===== src/logic/lpp_regs.svh =====
// register offsets, field positions and codes of the leaf permission block
// assumes byte addresses on an 8-bit Avalon-MM address, one 32-bit word per register
`ifndef LPP_REGS_SVH
`define LPP_REGS_SVH
`define LPP_OFF_CTRL       8'h00
`define LPP_OFF_RID_PASID  8'h04
`define LPP_OFF_STATUS     8'h08
`define LPP_OFF_CLEAR      8'h0C
`define LPP_OFF_ENABLE     8'h10
`define LPP_OFF_REC0       8'h20
`define LPP_OFF_REC1       8'h24
`define LPP_OFF_REC2       8'h28
`define LPP_OFF_REC3       8'h2C
`define LPP_CTRL_W         9
`define LPP_CTRL_RST       9'h000
`define LPP_CTRL_EXTENDED_MEMTYPE_ENABLE      0
`define LPP_CTRL_TTM       2:1
`define LPP_CTRL_TRANSLATION_TYPE_SELECT      5:3
`define LPP_CTRL_SECOND_LEVEL_EXEC_ENFORCE      6
`define LPP_CTRL_ZLR       7
`define LPP_CTRL_DT        8
`define LPP_PASID_W        20
`define LPP_STS_W          3
`define LPP_STS_FAULT      0
`define LPP_STS_OVF        1
`define LPP_STS_RSVD_MT    2
`define LPP_LEAF_R         0
`define LPP_LEAF_W         1
`define LPP_LEAF_X         2
`define LPP_LEAF_EMT       5:3
`define LPP_LEAF_SKIP_ATTRIBUTE_TABLE      6
`define LPP_TTM_LEGACY     2'h0
`define LPP_TRANSLATION_TYPE_SELECT_SL_ONLY   3'h2
`define LPP_TRANSLATION_TYPE_SELECT_NESTED    3'h3
`define LPP_FR_READ        8'h01
`define LPP_FR_WRITE       8'h02
`define LPP_FR_EXEC        8'h03
`define LPP_REC_RSVD_HI    127
`define LPP_REC_TYPE       126
`define LPP_REC_AT         125:124
`define LPP_REC_PASID      123:104
`define LPP_REC_FR         103:96
`define LPP_REC_PP         95
`define LPP_REC_EXE        94
`define LPP_REC_PRIV       93
`define LPP_REC_SID        79:64
`define LPP_REC_PAGE       63:12
`define LPP_REC_RSVD_LO    11:0
`endif


===== src/logic/lpp_pkg.sv =====
// types shared by the leaf permission block
// assumes nothing beyond a SystemVerilog compiler
package lpp_pkg;
    typedef enum logic [1:0] {
        LPP_BUS_IDLE = 2'h1,
        LPP_BUS_ACK  = 2'h2
    } lpp_bus_state_t;
    typedef enum logic [2:0] {
        LPP_MT_UC = 3'h0,
        LPP_MT_WC = 3'h1,
        LPP_MT_WT = 3'h4,
        LPP_MT_WP = 3'h5,
        LPP_MT_WB = 3'h6
    } lpp_memtype_t;
endpackage


===== src/logic/lpp_perm_check.sv =====
// permission and memory-type decode of the low bits of a 4-KByte leaf entry
// assumes the caller registers the results; purely combinational
`timescale 1ns/1ps
`default_nettype none
`include "lpp_regs.svh"
module lpp_perm_check
    import lpp_pkg::*;
(
    input  wire logic       extended_memtype_enable,
    input  wire logic [1:0] translation_table_mode,
    input  wire logic [2:0] translation_type_select,
    input  wire logic       second_level_exec_enforce,
    input  wire logic       zero_length_read_support,
    input  wire logic       req_read,
    input  wire logic       req_write,
    input  wire logic       req_atomic,
    input  wire logic       req_exec,
    input  wire logic       req_zero_len,
    input  wire logic       req_coherent,
    input  wire logic [6:0] leaf,
    output logic            deny_read,
    output logic            deny_write,
    output logic            deny_exec,
    output logic            mt_valid,
    output logic            mt_reserved,
    output logic [2:0]      mt_code,
    output logic            use_pat
);
    function automatic logic mt_known(input logic [2:0] code);
        case (code)
            LPP_MT_UC, LPP_MT_WC, LPP_MT_WT, LPP_MT_WP, LPP_MT_WB: mt_known = 1'b1;
            default: mt_known = 1'b0;
        endcase
    endfunction
    wire emt_on    = extended_memtype_enable && (translation_table_mode != `LPP_TTM_LEGACY);
    wire nested    = translation_type_select == `LPP_TRANSLATION_TYPE_SELECT_NESTED;
    wire sl_only   = translation_type_select == `LPP_TRANSLATION_TYPE_SELECT_SL_ONLY;
    wire rd_like   = req_read || req_atomic;
    wire wr_like   = req_write || req_atomic;
    // RQ8: zero-length read bypass
    wire zlr_skip  = zero_length_read_support && req_zero_len && req_read && !wr_like
                     && (leaf[`LPP_LEAF_X] || leaf[`LPP_LEAF_W]);
    // RQ7: read permission
    assign deny_read   = rd_like && !leaf[`LPP_LEAF_R] && !zlr_skip;
    // RQ6: write permission
    assign deny_write  = wr_like && !leaf[`LPP_LEAF_W];
    // RQ5: execute enforcement
    assign deny_exec   = second_level_exec_enforce && req_exec && !leaf[`LPP_LEAF_X];
    // RQ3: memory type usage
    assign mt_valid    = emt_on && req_coherent && (nested || sl_only);
    assign mt_code     = leaf[`LPP_LEAF_EMT];
    // RQ4: reserved memory-type codes
    assign mt_reserved = !mt_known(mt_code);
    // RQ1: skip flag applicability
    // RQ2: skip flag drops the table
    assign use_pat     = !(emt_on && nested && req_coherent && leaf[`LPP_LEAF_SKIP_ATTRIBUTE_TABLE]);
endmodule
`default_nettype wire


===== src/logic/lpp_fault_enc.sv =====
// packs one non-recoverable translation fault into the 128-bit record
// assumes inputs are those of the blocked request, taken in the same cycle
`timescale 1ns/1ps
`default_nettype none
`include "lpp_regs.svh"
module lpp_fault_enc (
    input  wire logic        type_read,
    input  wire logic [1:0]  addr_type,
    input  wire logic        device_tlb_support,
    input  wire logic        pasid_valid,
    input  wire logic [19:0] pasid,
    input  wire logic        legacy_mode,
    input  wire logic [19:0] rid_pasid,
    input  wire logic [7:0]  fault_reason_code,
    input  wire logic        exec_req,
    input  wire logic        priv_req,
    input  wire logic [15:0] faulted_requester,
    input  wire logic [51:0] fault_info,
    output logic [127:0]     record
);
    logic [19:0] faulted_space_id;
    // RQ12: space id source
    assign faulted_space_id = pasid_valid ? pasid : (legacy_mode ? 20'h00000 : rid_pasid);
    always_comb begin
        // RQ17: reserved bits stay zero
        record                   = 128'h0;
        // RQ9: type bit
        record[`LPP_REC_TYPE]    = type_read;
        // RQ10: address type copy
        // RQ11: zero without device-side cache
        record[`LPP_REC_AT]      = device_tlb_support ? addr_type : 2'h0;
        record[`LPP_REC_PASID]   = faulted_space_id;
        // RQ13: reason code
        record[`LPP_REC_FR]      = fault_reason_code;
        record[`LPP_REC_PP]      = pasid_valid;
        record[`LPP_REC_EXE]     = pasid_valid && type_read && exec_req;
        record[`LPP_REC_PRIV]    = pasid_valid && priv_req;
        // RQ14: requester id
        record[`LPP_REC_SID]     = faulted_requester;
        // RQ15: page address
        record[`LPP_REC_PAGE]    = fault_info;
    end
endmodule
`default_nettype wire


===== src/logic/lpp_top.sv =====
// leaf page permission check with fault record, Avalon-MM register slave and interrupt
// assumes one 100 MHz clock, requests synchronous to it, one request per cycle at most
//
// Notes on behaviour
// RQ1: the skip-table flag counts only for nested setups from coherent devices with memory typing on and non-legacy mode.
// RQ2: skip-table flag 0 keeps the context page attribute table in the memory type, 1 drops it.
// RQ3: with memory typing on, bits 5:3 give the memory type for second-level-only and nested coherent requests.
// RQ4: memory type codes 0,1,4,5,6 are known and every other code is reserved.
// RQ5: with execute enforcement on, a clear execute bit denies execute requests.
// RQ6: a clear write bit denies writes to the page.
// RQ7: a clear read bit denies reads to the page.
// RQ8: with zero-length-read support, a zero-length read skips the read check if execute or write is set.
// RQ9: record bit 126 is 0 for writes and 1 for reads or atomics.
// RQ10: record bits 125:124 copy the request address type.
// RQ11: without device-side translation caching the address type field is written as zero.
// RQ12: record bits 123:104 carry the request space id when it has one.
// RQ13: record bits 103:96 hold the fault reason code.
// RQ14: record bits 79:64 hold the requester id.
// RQ15: record bits 63:12 hold the page address of the request.
// RQ16: a request failing any check is blocked and produces a fault record; the code records only while the fault status bit is clear.
// RQ17: record bit 127 and bits 11:0 are zero and leaf bit 7 is never looked at.
//
// The Avalon-MM register port and the register offsets were left to the implementer.
`timescale 1ns/1ps
`default_nettype none
`include "lpp_regs.svh"
module lpp_top
    import lpp_pkg::*;
(
    input  wire logic        sys_clk,
    input  wire logic        rst_n,
    input  wire logic [7:0]  avs_address,
    input  wire logic        avs_read,
    input  wire logic        avs_write,
    input  wire logic [31:0] avs_writedata,
    input  wire logic [3:0]  avs_byteenable,
    output logic [31:0]      avs_readdata,
    output logic             avs_waitrequest,
    input  wire logic        req_valid,
    input  wire logic        req_read,
    input  wire logic        req_write,
    input  wire logic        req_atomic,
    input  wire logic        req_exec,
    input  wire logic        req_priv,
    input  wire logic        req_zero_len,
    input  wire logic        req_coherent,
    input  wire logic [1:0]  req_addr_type,
    input  wire logic        req_pasid_valid,
    input  wire logic [19:0] req_pasid,
    input  wire logic [15:0] req_requester,
    input  wire logic [51:0] req_page,
    input  wire logic [7:0]  second_level_leaf_entry,
    output logic             resp_valid,
    output logic             resp_blocked,
    output logic [2:0]       resp_memtype,
    output logic             resp_memtype_valid,
    output logic             resp_memtype_rsvd,
    output logic             resp_use_pat,
    output logic             irq
);
    function automatic logic [31:0] be_merge(input logic [31:0] old_v,
                                             input logic [31:0] new_v,
                                             input logic [3:0]  be);
        logic [31:0] m;
        m = {{8{be[3]}}, {8{be[2]}}, {8{be[1]}}, {8{be[0]}}};
        be_merge = (old_v & ~m) | (new_v & m);
    endfunction

    // reset release through two flops
    logic rst_meta_n;
    logic rst_sync_n;
    always_ff @(posedge sys_clk or negedge rst_n) begin
        if (!rst_n) begin
            rst_meta_n <= 1'b0;
            rst_sync_n <= 1'b0;
        end else begin
            rst_meta_n <= 1'b1;
            rst_sync_n <= rst_meta_n;
        end
    end

    // software state
    logic [`LPP_CTRL_W-1:0]  ctrl;
    logic [`LPP_PASID_W-1:0] rid_pasid;
    logic [`LPP_STS_W-1:0]   status;
    logic [`LPP_STS_W-1:0]   enable;
    logic [127:0]            record;
    lpp_bus_state_t          bus_state;
    lpp_bus_state_t          next_bus_state;

    wire                    extended_memtype_enable   = ctrl[`LPP_CTRL_EXTENDED_MEMTYPE_ENABLE];
    wire [1:0]              translation_table_mode    = ctrl[`LPP_CTRL_TTM];
    wire [2:0]              translation_type_select   = ctrl[`LPP_CTRL_TRANSLATION_TYPE_SELECT];
    wire                    second_level_exec_enforce = ctrl[`LPP_CTRL_SECOND_LEVEL_EXEC_ENFORCE];
    wire                    zero_length_read_support  = ctrl[`LPP_CTRL_ZLR];
    wire                    device_tlb_support        = ctrl[`LPP_CTRL_DT];

    // bus handshake: one wait cycle, then the access completes
    wire                    bus_req  = avs_read || avs_write;
    wire                    bus_done = (bus_state == LPP_BUS_ACK) && bus_req;
    wire                    wr_en    = bus_done && avs_write;
    wire                    rd_take  = (bus_state == LPP_BUS_IDLE) && avs_read;
    wire                    sel_ctrl  = avs_address == `LPP_OFF_CTRL;
    wire                    sel_rpid  = avs_address == `LPP_OFF_RID_PASID;
    wire                    sel_sts   = avs_address == `LPP_OFF_STATUS;
    wire                    sel_clr   = avs_address == `LPP_OFF_CLEAR;
    wire                    sel_en    = avs_address == `LPP_OFF_ENABLE;
    wire                    sel_rec0  = avs_address == `LPP_OFF_REC0;
    wire                    sel_rec1  = avs_address == `LPP_OFF_REC1;
    wire                    sel_rec2  = avs_address == `LPP_OFF_REC2;
    wire                    sel_rec3  = avs_address == `LPP_OFF_REC3;

    always_comb begin
        case (bus_state)
            LPP_BUS_IDLE: next_bus_state = bus_req ? LPP_BUS_ACK : LPP_BUS_IDLE;
            LPP_BUS_ACK:  next_bus_state = LPP_BUS_IDLE;
            default:      next_bus_state = LPP_BUS_IDLE;
        endcase
    end

    // unmapped and write-only addresses read as zero
    wire [31:0] rd_mux =
        sel_ctrl ? {{(32-`LPP_CTRL_W){1'b0}}, ctrl} :
        sel_rpid ? {{(32-`LPP_PASID_W){1'b0}}, rid_pasid} :
        sel_sts  ? {{(32-`LPP_STS_W){1'b0}}, status} :
        sel_en   ? {{(32-`LPP_STS_W){1'b0}}, enable} :
        sel_rec0 ? record[31:0] :
        sel_rec1 ? record[63:32] :
        sel_rec2 ? record[95:64] :
        sel_rec3 ? record[127:96] : 32'h0;

    wire [31:0] ctrl_wr = be_merge({{(32-`LPP_CTRL_W){1'b0}}, ctrl}, avs_writedata,
                                   avs_byteenable);
    wire [31:0] rpid_wr = be_merge({{(32-`LPP_PASID_W){1'b0}}, rid_pasid}, avs_writedata,
                                   avs_byteenable);
    wire [31:0] en_wr   = be_merge({{(32-`LPP_STS_W){1'b0}}, enable}, avs_writedata,
                                   avs_byteenable);
    wire [`LPP_STS_W-1:0] clr_mask = (wr_en && sel_clr && avs_byteenable[0]) ?
                                     avs_writedata[`LPP_STS_W-1:0] : {`LPP_STS_W{1'b0}};

    // request check
    logic       deny_read;
    logic       deny_write;
    logic       deny_exec;
    logic       mt_valid;
    logic       mt_reserved;
    logic [2:0] mt_code;
    logic       use_pat;
    logic [127:0] new_record;

    // RQ17: bit 7 of the entry is left unconnected on purpose
    lpp_perm_check u_check (
        .extended_memtype_enable   (extended_memtype_enable),
        .translation_table_mode    (translation_table_mode),
        .translation_type_select   (translation_type_select),
        .second_level_exec_enforce (second_level_exec_enforce),
        .zero_length_read_support  (zero_length_read_support),
        .req_read                  (req_read),
        .req_write                 (req_write),
        .req_atomic                (req_atomic),
        .req_exec                  (req_exec),
        .req_zero_len              (req_zero_len),
        .req_coherent              (req_coherent),
        .leaf                      (second_level_leaf_entry[6:0]),
        .deny_read                 (deny_read),
        .deny_write                (deny_write),
        .deny_exec                 (deny_exec),
        .mt_valid                  (mt_valid),
        .mt_reserved               (mt_reserved),
        .mt_code                   (mt_code),
        .use_pat                   (use_pat)
    );

    // write denial is reported first, then read, then execute
    wire [7:0] fault_reason_code = deny_write ? `LPP_FR_WRITE :
                                   deny_read  ? `LPP_FR_READ  : `LPP_FR_EXEC;

    lpp_fault_enc u_enc (
        .type_read          (!req_write),
        .addr_type          (req_addr_type),
        .device_tlb_support (device_tlb_support),
        .pasid_valid        (req_pasid_valid),
        .pasid              (req_pasid),
        .legacy_mode        (translation_table_mode == `LPP_TTM_LEGACY),
        .rid_pasid          (rid_pasid),
        .fault_reason_code  (fault_reason_code),
        .exec_req           (req_exec),
        .priv_req           (req_priv),
        .faulted_requester  (req_requester),
        .fault_info         (req_page),
        .record             (new_record)
    );

    // RQ16: any denial blocks and logs
    wire fault_hit = req_valid && (deny_read || deny_write || deny_exec);
    // first fault is kept until software clears it; later ones only flag overflow
    wire rec_take  = fault_hit && !status[`LPP_STS_FAULT];
    wire [`LPP_STS_W-1:0] events;
    assign events[`LPP_STS_FAULT]   = fault_hit;
    assign events[`LPP_STS_OVF]     = fault_hit && status[`LPP_STS_FAULT];
    assign events[`LPP_STS_RSVD_MT] = req_valid && mt_valid && mt_reserved;
    // a new event wins over a clear in the same cycle
    wire [`LPP_STS_W-1:0] next_status = (status & ~clr_mask) | events;
    wire [`LPP_STS_W-1:0] next_enable = (wr_en && sel_en) ? en_wr[`LPP_STS_W-1:0] : enable;

    always_ff @(posedge sys_clk or negedge rst_sync_n) begin
        if (!rst_sync_n) begin
            bus_state       <= LPP_BUS_IDLE;
            avs_waitrequest <= 1'b1;
            avs_readdata    <= 32'h0;
        end else begin
            bus_state       <= next_bus_state;
            avs_waitrequest <= next_bus_state != LPP_BUS_ACK;
            if (rd_take) begin
                avs_readdata <= rd_mux;
            end
        end
    end

    always_ff @(posedge sys_clk or negedge rst_sync_n) begin
        if (!rst_sync_n) begin
            ctrl      <= `LPP_CTRL_RST;
            rid_pasid <= {`LPP_PASID_W{1'b0}};
            enable    <= {`LPP_STS_W{1'b0}};
            status    <= {`LPP_STS_W{1'b0}};
            irq       <= 1'b0;
        end else begin
            if (wr_en && sel_ctrl) begin
                ctrl <= ctrl_wr[`LPP_CTRL_W-1:0];
            end
            if (wr_en && sel_rpid) begin
                rid_pasid <= rpid_wr[`LPP_PASID_W-1:0];
            end
            enable <= next_enable;
            status <= next_status;
            irq    <= |(next_status & next_enable);
        end
    end

    always_ff @(posedge sys_clk or negedge rst_sync_n) begin
        if (!rst_sync_n) begin
            record <= 128'h0;
        end else if (rec_take) begin
            record <= new_record;
        end
    end

    always_ff @(posedge sys_clk or negedge rst_sync_n) begin
        if (!rst_sync_n) begin
            resp_valid         <= 1'b0;
            resp_blocked       <= 1'b0;
            resp_memtype       <= 3'h0;
            resp_memtype_valid <= 1'b0;
            resp_memtype_rsvd  <= 1'b0;
            resp_use_pat       <= 1'b1;
        end else begin
            resp_valid <= req_valid;
            if (req_valid) begin
                resp_blocked       <= fault_hit;
                resp_memtype       <= mt_valid ? mt_code : 3'h0;
                resp_memtype_valid <= mt_valid;
                resp_memtype_rsvd  <= mt_valid && mt_reserved;
                resp_use_pat       <= use_pat;
            end
        end
    end
endmodule
`default_nettype wire


===== config.mk =====
export PLATFORM = sky130hd
export DESIGN_NAME = lpp_top
export DESIGN_NICKNAME = d
export VERILOG_FILES = /design/src/logic/lpp_pkg.sv /design/src/logic/lpp_perm_check.sv /design/src/logic/lpp_fault_enc.sv /design/src/logic/lpp_top.sv
export VERILOG_INCLUDE_DIRS = /design/src /design/src/logic
export SDC_FILE = /design/constraint.sdc
export NUM_CORES = 1
export LEC_CHECK = 0
export BUFFER_PORTS_ARGS = -buffer_cell sky130_fd_sc_hd__buf_2
export CAP_MARGIN = 20
export CORE_ASPECT_RATIO = 1.1
export CORE_MARGIN = 2
export CORE_UTILIZATION = 50
export CTS_BUF_LIST = sky130_fd_sc_hd__clkbuf_4 sky130_fd_sc_hd__clkbuf_8
export DETAILED_ROUTE_END_ITERATION = 16
export PLACE_DENSITY = 0.76
export SYNTH_ARGS = -nofsm -noshare
export SYNTH_HDL_FRONTEND = slang
export SYNTH_SLANG_ARGS = --single-unit

===== constraint.sdc =====
create_clock -name sys_clk -period 6.9 [get_ports sys_clk]
set_input_delay 0.345 -clock sys_clk [delete_from_list [all_inputs] [get_ports sys_clk]]
set_output_delay 0.345 -clock sys_clk [all_outputs]
set_load 0.01 [all_outputs]

* After elaboration in Yosys (flattened, before gate mapping)
Index checks and enable logic that the tools add are counted.
Storage, ports and cells: bits in registers 183, output and inout bits 42, logic and storage cells 119
Cells by class: equality and inequality tests 17, bitwise logic cells 12, reduce and logical (&&, ||, !) cells 54, mux-type cells 19
Operator list (number):
- $mux W32 | 7
- $and A20 B20 Y20 | 2
- $mux W20 | 2
- $eq A8 B6 Y1 const B | 4
- $logic_and A1 B1 Y1 | 32
- $mux W31 | 1
- $not A20 Y20 | 1
- $or A20 B20 Y20 | 1
- $eq A8 B4 Y1 const B | 2
- $mux W2 | 5
- $and A3 B3 Y3 | 3
- $and A9 B9 Y9 | 1
- $eq A3 B3 Y1 const B | 3
- $logic_not A1 Y1 | 9
- $mux W3 | 3
- $or A9 B9 Y9 | 1
- $eq A8 B3 Y1 const B | 1
- $eq A8 B5 Y1 const B | 1
- $logic_not A8 Y1 | 1
- $logic_or A1 B1 Y1 | 7
- $eq A3 B2 Y1 const B | 2
- $or A3 B3 Y3 | 2
- $reduce_or A5 Y1 | 1
- $eq A3 B1 Y1 const B | 1
- other kinds (9) | 9

* Logic depth before layout (Yosys ltp)
Gate-level depths: netlist of run 1.
word-level depth 13, mapped depth 8, depth with buffers taken out 5

* Modules after synthesis
Synthesis of run 1 repeated with hierarchy kept, for this count alone.
Unflattened totals: cell total of the unflattened synthesis 880, area total of the unflattened synthesis 10304.9 um^2
By module, submodules not included:
- lpp_top | area each 9133.8 um^2, instances 1, cells each 725, sequential area each 5207.5 um^2
- lpp_fault_enc | area each 1074.8 um^2, instances 1, cells each 138, sequential area each 0.0 um^2
- lpp_perm_check | area each 96.3 um^2, instances 1, cells each 17, sequential area each 0.0 um^2

* Worst setup path before layout of run 1
Ideal clock, no wire load.
kind in2reg, start point in avs_address[4], end point reg irq, path slack 4699 ps, setup time 126 ps, arrival time 2075 ps, stages on the path 7, cell sequence buf_2 or4_1 buf_2 nor4_4 a21oi_1 or2_2 a221o_1
On the way: cells in the longest elaborated chain, start to end 9
RTL lines:
- from (decl) | line lpp_top.sv:32 | input wire logic [7:0] avs_address,
- $eq A8 B4 Y1 (no line)
- $logic_and A1 B1 Y1 (2 in a row) | line lpp_top.sv:138 | wire [`LPP_STS_W-1:0] clr_mask = (wr_en && sel_clr && avs_byteenable[0]) ?
- $mux W3 | line lpp_top.sv:138
- $not A3 Y3 | line lpp_top.sv:203 | wire [`LPP_STS_W-1:0] next_status = (status & ~clr_mask) | events;
- $and A3 B3 Y3 | line lpp_top.sv:203
- $or A3 B3 Y3 | line lpp_top.sv:203
- via next_status[0] | line lpp_top.sv:203
- $and A3 B3 Y3 | line lpp_top.sv:236 | irq <= |(next_status & next_enable);
- $reduce_or A3 Y1 | line lpp_top.sv:236
- to (signal assigned) | line lpp_top.sv:236
- to (decl) | line lpp_top.sv:59 | output logic irq
The timed path passes the listed nets, and every way through them passes these cells. A chain may end at the register's enable or synchronous reset.

==> results by group, run 1 <==
Timing
  – Count of endpoints failing setup in the final report: 0
  – Unrepaired setup endpoints after global routing: no
  – Relative slew margins: 0.266
  – Clk_skew: 11.2 ps
  – Final Max Slew Viols: 0
  – Final hold slack: 36.0 ps
  – Worst-margin pin slew: 1090 ps
  – Setup_tns: 0 ps
  – Period utilization: 0.432
  – Endpoints failing hold: 0
  – Final worst slack: 3920 ps
  – F_max: 335 MHz
  – Fin crit period: 2980 ps

Power and ir drop
  – Psw: 572 µW
  – Static Leak: 0.00474 µW
  – Power per Cell Area: 223 nW/µm²
  – Sw frac: 0.275
  – Clock power frac: 0.334
  – Sequential power share: 0.532
  – VDD IR max: 0.119 mV
  – Logic gate share of total power: 0.134
  – Int Pwr: 1510 µW

Logic synthesis
  – Register area share after synthesis: 0.567
  – Yosys warning total: 0
  – Post-synth EDFFs: 0
  – Synth Net Count: 834
  – Area leader, netlist: dfrtp_1
  – Register bit count reported by yosys: 176
  – Netlist cell types: 56
  – Area contributors post-synth: dfrtp_1 (56%), mux2_2 (14%), nand2_1 (4.7%)
  – Mapped Cells: 679
  – Syn Area/Cell: 11.4 µm²
  – Ys async rst share: 1.00
  – Post-synthesis cell area: 7770 µm²
  – Synth Flop Type: dfrtp_1
  – Top-area cell type share of the netlist area: 0.560

Die
  – Chip Height: 135 µm
  – Rows: 47
  – Starting Density: 0.514
  – Core region area: 15100 µm²
  – DIE WIDTH: 123 µm
  – # IOs: 197
  – Die ar.: 16600 µm²

Finish
  – Util after Layout: 0.616
  – Number of diodes: 0
  – Fillcell total: 1273
  – Ratio of cells with drive above 1 in the final layout: 0.388
  – Register area: 4410 µm²
  – Nets: 1008
  – Area Overhead vs Synth: 19.7%
  – Footprint of the multi-input gates: 3130 µm²

Setup path
  – Slowest CP cell: buf_4
  – Crit start category: register
  – Crit-path max cell delay: 700 ps
  – CP cell instances: o21a_1, a41oi_1, o211ai_1, buf_4, buf_4, mux2_2
  – CP max FO: 63
  – WP data arrival: 3310 ps
  – Critical Path RT: 7230 ps
  – Crit-path most repeated cell: buf_4
  – Crit path capture type: register
  – Setup Crit Path Kind: reg -> reg

Detailed routing
  – Final antenna-violating net count: 0
  – WL/cell: 19.4 µm
  – DRT Pass-1 Iters: 6
  – Via count: 6139
  – Drt total wl: 20600 µm
  – DR iter-0 viols: 564
  – DRC: 0
  – Vias per cell: 5.78

Global route
  – First-pass GRT wire length: 32100 µm
  – Largest net degree at the start of global routing: 81
  – Vias in the first global route: 6141
  – Tot GR Track Use: 0.255
  – GRT overflow: 0
  – Initial antenna violation count: 1

Clock network
  – Clk slew on worst S/H paths: 90 ps
  – H-tree levels: 4
  – Clock buffer depth: 2
  – Post-CTS Setup Inserts: 0
  – Root buffer cell: clkbuf_8
  – CTS tree: done
  – Clk_lat worst skew: 450 ps
  – CTS Buf Count: 17
  – CTS sink count: 176

Place
  – I/O Buffers: 182
  – DP HPWL: 14700 µm
  – GP Congestion: 0.872
  – Pre-CTS WS: 3830 ps

Outcome
  – Status: completed

Job
  – Max Cap Viol: 0

Min path
  – Min-Delay Path Class: in -> reg
-- metal layers --
layer / GRT usage / part of all wire / wire (µm) / up-vias
met5: 0 / 0.00034 / 7 / -
met4: 0.108 / 0.029 / 587 / 2
met3: 0.0570 / 0.070 / 1440 / 39
met2: 0.407 / 0.49 / 10000 / 243
met1: 0.336 / 0.41 / 8520 / 3054
li1: - / - / - / 2801
-- stage by stage --
step	total power [µW]	cell area (µm²)	std cells
floorplan	1260	7770	679
global placement	1390	8840	1026
detailed placement	1390	8840	1026
CTS	2090	9240	1059
global route	2170	9310	1062
finish	2080	9310	1062
-- power groups by stage --
stage | clock (µW) | sequential, µW | combinational (µW)
5_1_grt | 756 | 1110 | 302
6_report | 695 | 1110 | 278
2_1_floorplan | 0 | 1150 | 107
3_3_place_gp | 0 | 1120 | 262
4_1_cts | 711 | 1110 | 268
3_5_place_dp | 0 | 1130 | 267
-- worst paths after layout --
kind	startpoint	end	slack [ps]	cells past startpoint
min reg2reg	rst_sync_n	record[79]	200	0
max in group asynchronous	rst_sync_n	bus_state[1]	5460	1
max	register	record[15]	3920	6
min in group asynchronous	rst_n	rst_sync_n	200	2
max reg2reg	register	record[15]	3920	6
min	second_level_leaf_entry[6]	resp_use_pat	40	2
-- Yosys cell counts, types with 3 or more instances --
cell	number
o21ai_0	33
a31oi_1	9
a2111oi_0	4
mux2_2	98
o211ai_1	5
a21o_1	16
a22oi_1	9
buf_1	3
nand3_1	11
dfrtp_1	174
nor4_1	3
a21oi_1	23
clkbuf_1	28
nor2b_1	3
mux2i_1	7
or2_2	3
buf_2	8
a22o_1	4
a221oi_1	4
o21a_1	3
a211oi_1	5
nand2_1	98
a222oi_1	8
nor2_1	32
inv_1	23
nor3_1	3
o221ai_1	20
nand2b_1	6
-- critical path, delay by kind of cell (launching register included) --
| kind | cells | cell delay [ps] |
|---|---|---|
| buffers and inverters | 2 | 1320 |
| AOI/OAI and AO/OA | 3 | 610 |
| DFF | 1 | 450 |
| muxes | 1 | 420 |
-- area by class of cell --
cell class	count	share of cell area
clock buffer	21	0.0304
clock inverter	11	0.0114
inverter	23	0.00928
multi-input combinational	441	0.336
sequential	176	0.474
tap	196	0.0263
timing repair buffer	194	0.113
-- cell families (layout without fill, tap and decap cells) --
| family | Yosys count | after routing | synth area share |
|---|---|---|---|
| AND/OR/NAND/NOR | 179 | 179 | 0.110 |
| AO/OA/AOI/OAI | 154 | 154 | 0.138 |
| buffers and inverters | 62 | 249 | 0.0312 |
| flip-flops | 176 | 176 | 0.567 |
| adder cells (fa/ha/maj) | 1 | 1 | 0.00129 |
| other | 1 | 1 | 0.000482 |
| XOR/XNOR | 1 | 1 | 0.00113 |
| multiplexers | 105 | 105 | 0.151 |
-- cell usage in the layout, fill, tap and decap left out, types with 3 or more instances in the layout --
cell type and instances:
a31oi_1 9, a222oi_1 8, a21oi_1 23, o21ai_0 33, o21a_1 3, nor2b_1 3, o211ai_1 5, buf_4 8
or2_2 3, mux2_2 98, nand3_1 11, dfrtp_1 173, clkinvlp_4 3, a221oi_1 4, nand2_1 98, clkbuf_8 20
mux2i_1 7, a211oi_1 5, nor2_1 32, nor4_1 3, a22oi_1 9, clkinv_4 3, a2111oi_0 4, buf_2 182
o221ai_1 20, a22o_1 4, a21o_1 16, inv_1 23, nand2b_1 6
-- timing repair --
| action | in CTS | in global routing |
|---|---|---|
| endpoints found under the hold margin | 2 | 0 |
| gates resized for setup | 0 | 0 |
| hold buffers | 1 | 0 |
(Power assumes the default switching activity.)
==> inputs of run 2 (changes only) <==
ABC_AREA = 1   (was not set)
PLACE_DENSITY = 0.75   (was 0.76)
clock period = 2.9 ns   (was 6.9 ns; I/O delays follow)
==> results by group, run 2 <==
Outcome
  – Status: completed

Finish
  – Nets: 1467 (+46%)
  – Commonest non-fill, non-tap cell in the layout: nand2_1
  – Ratio of cells with drive above 1 in the final layout: 0.203 (-0.185)
  – Footprint of the multi-input gates: 3200 µm² (+2.4%)
  – Register area: 4410 µm² (unchanged)
  – Most frequent cells in the layout: nand2_1 (488), buf_2 (182), dfrtp_1 (173)
  – Area Overhead vs Synth: 30.1%
  – Fillcell total: 1355 (+6.4%)
  – Design Area, Final: 10700 µm² (+15%)

Timing
  – Final hold slack: 18.9 ps (-17.1 ps)
  – Worst-margin pin slew: 867 ps (-228 ps)
  – Unrepaired setup endpoints after global routing: no
  – Period utilization: 0.705
  – Final Max Slew Viols: 0 (unchanged)
  – Fin crit period: 2040 ps
  – Count of endpoints failing setup in the final report: 0 (unchanged)
  – F_max: 489 MHz
  – Setup_tns: 0 ps (unchanged)
  – Clk_skew: 9.95 ps (-1.29 ps)
  – Endpoints failing hold: 0 (unchanged)
  – Relative slew margins: 0.422 (+0.156)

Min path
  – Min-Delay Path Class: in -> reg
  – HP Start: req_pasid[6]
  – Hold EP: record[110]
  – Hold path depth: 5 (+3)

Setup path
  – WP data arrival: 2420 ps (-890 ps)
  – Setup Crit Path Kind: in -> reg
  – Crit path capture type: register
  – Worst r2r dst: record[105]
  – Reg2Reg Setup Slack: 930 ps (-2990 ps)
  – Critical path origin: req_write
  – Crit start category: input pin
  – Reg2reg path depth: 7 (+1)
  – CP max FO: 85 (+35%)
  – Critical Path RT: 3270 ps (-3960 ps)

Logic synthesis
  – Post-synth EDFFs: 0 (unchanged)
  – Register area share after synthesis: 0.535 (-0.0316)
  – Mapped Cells: 1039 (+53%)
  – Top-area cell type share of the netlist area: 0.529 (-0.0312)
  – Syn Area/Cell: 7.92 µm² (-31%)
  – Post-synthesis cell area: 8230 µm² (+5.9%)
  – Ranking of synthesized cells by instance count: nand2_1 (488), dfrtp_1 (174), inv_1 (78)
  – Synth Area in XOR/XNOR: 0 (-0.00113)
  – Ys async rst share: 1.00 (unchanged)
  – Post-Synth Adder-Cell Area: 0 (-0.00129)
  – Register bit count reported by yosys: 176 (unchanged)
  – Area leader, netlist: dfrtp_1
  – Top-count cell post-synth: nand2_1
  – Synth Net Count: 1194 (+43%)
  – Synth Flop Type: dfrtp_1
  – Netlist cell types: 35 (-38%)
  – Proportion of synthesized area in mux cells: 0 (-0.151)
  – Yosys warning total: 0 (unchanged)
  – Complex-gate fraction of the synthesized area: 0.0910 (-0.0474)
  – Post-synthesis simple-gate area fraction: 0.296 (+0.186)
  – Area contributors post-synth: dfrtp_1 (53%), nand2_1 (22%), o21ai_0 (4.4%)
  – Main combinational cell family by area after synthesis: simple AND/OR/NAND/NOR gates

Detailed routing
  – Drt total wl: 24300 µm (+18%)
  – Vias per cell: 5.14 (-11%)
  – DRC: 0 (unchanged)
  – WL/cell: 15.9 µm (-18%)
  – Final antenna-violating net count: 0 (unchanged)
  – DR iter-0 viols: 660 (+17%)
  – Via count: 7864 (+28%)
  – DRT Pass-1 Iters: 5 (-1)

Global route
  – Tot GR Track Use: 0.288 (+0.0331)
  – Initial antenna violation count: 1 (unchanged)
  – Vias in the first global route: 7960 (+30%)
  – GRT overflow: 0 (unchanged)
  – Largest net degree at the start of global routing: 86 (+6.2%)
  – First-pass GRT wire length: 39800 µm (+24%)

Clock network
  – Clk slew on worst S/H paths: 100 ps (about the same)
  – H-tree levels: 4 (unchanged)
  – Post-cts gate resize count: 0 (unchanged)
  – CTS Buf Count: 17 (unchanged)
  – Root buffer cell: clkbuf_8
  – Clock buffer depth: 2 (unchanged)
  – CTS sink count: 176 (unchanged)
  – Clk_lat worst skew: 470 ps (+20 ps)
  – CTS tree: done

Die
  – DIE WIDTH: 126 µm (+2.8%)
  – Core region area: 16200 µm² (+7.5%)
  – Rows: 49 (+4.3%)
  – Chip Height: 139 µm (+2.8%)
  – # IOs: 197 (unchanged)
  – Starting Density: 0.507 (-0.00763)
  – Die ar.: 17500 µm² (+5.7%)

Power and ir drop
  – Static Leak: 0.00564 µW (+19%)
  – Power per Cell Area: 528 nW/µm² (+140%)
  – VDD IR max: 0.327 mV (+170%)

Place
  – I/O Buffers: 182 (unchanged)
  – DP HPWL: 15700 µm (+6.7%)
  – Placed cell area: 9210 µm² (+4.1%)
  – GP Congestion: 0.945 (+8.3%)

Job
  – Max Cap Viol: 0 (unchanged)
## run 2: cell types whose count changed in the layout (fill, tap and decap cells not counted), moves of 12 or more
cell / delta
mux2_2: -98
inv_1: +55
nand3_1: +22
nand2_1: +390
o221ai_1: -20
nand4_1: +12
o21ai_0: +39
o21ai_1: +19
a21o_1: -16
dlygate4sd3_1: +108
## run 2: cell type report
class                      instances  area share
sequential                       176       0.412
multi-input combinational        729       0.299
timing repair buffer             301       0.196
inverter                          87      0.0307
tap                              204      0.0238
clock buffer                      18      0.0225
clock inverter                    14      0.0155
antenna                            1    0.000234
## run 2: cell families (layout without fill, tap and decap cells)
| logic type | Yosys count | count (layout) |
|---|---|---|
| AND/OR/NAND/NOR | 590 | 590 |
| flip-flops | 176 | 176 |
| AO/OA/AOI/OAI | 138 | 138 |
| buffers and inverters | 134 | 420 |
| other | 1 | 2 |
## run 2: timing repair
item	in CTS	in global routing
endpoints found under the hold margin	118	0
buffers inserted	0	0
hold buffers	109	0
## run 2: report_power, final
| group | total [µW] | switching [µW] | internal (µW) |
|---|---|---|---|
| clock | 1780 | 923 | 859 |
| combinational | 901 | 511 | 390 |
| sequential | 2970 | 188 | 2780 |
## run 2: worst max-delay path by stage
stage,end,slack (ps),depth (start not counted)
4_1_cts,record[95],910,9
5_1_grt,record[105],790,10
6_report,record[105],860,10
3_3_place_gp,record[93],1000,6
2_1_floorplan,asynchronous set/reset pin,1090,0
3_5_place_dp,record[96],960,6
## run 2: stage by stage
step                      power, µW  cells   util  worst slack [ps]
final                          5650   1530  0.659               855
after global routing           5920   1530  0.659               793
after CTS                      5670   1529  0.659               910
after detailed placement       3790   1388  0.567               962
after global placement         3760   1388  0.567              1000
after floorplan                3450   1039      -              1090
## run 2: critical path, cell delays in order
cell and delay [ps]:
dlygate4sd3_1 530, buf_2 150, nor2_1 130, nor2_1 100, a21oi_1 160, nand2_2 120
nand3b_4 100, buf_4 660, nand2_1 130, o21ai_0 120
## run 2: layer usage
| layer | vias up | global-route usage | part of all wire |
|---|---|---|---|
| li1 | 3786 | - | - |
| met1 | 3710 | 0.375 | 0.41 |
| met2 | 307 | 0.475 | 0.49 |
| met3 | 61 | 0.0556 | 0.060 |
| met4 | 0 | 0.119 | 0.034 |
| met5 | - | 0 | 0 |
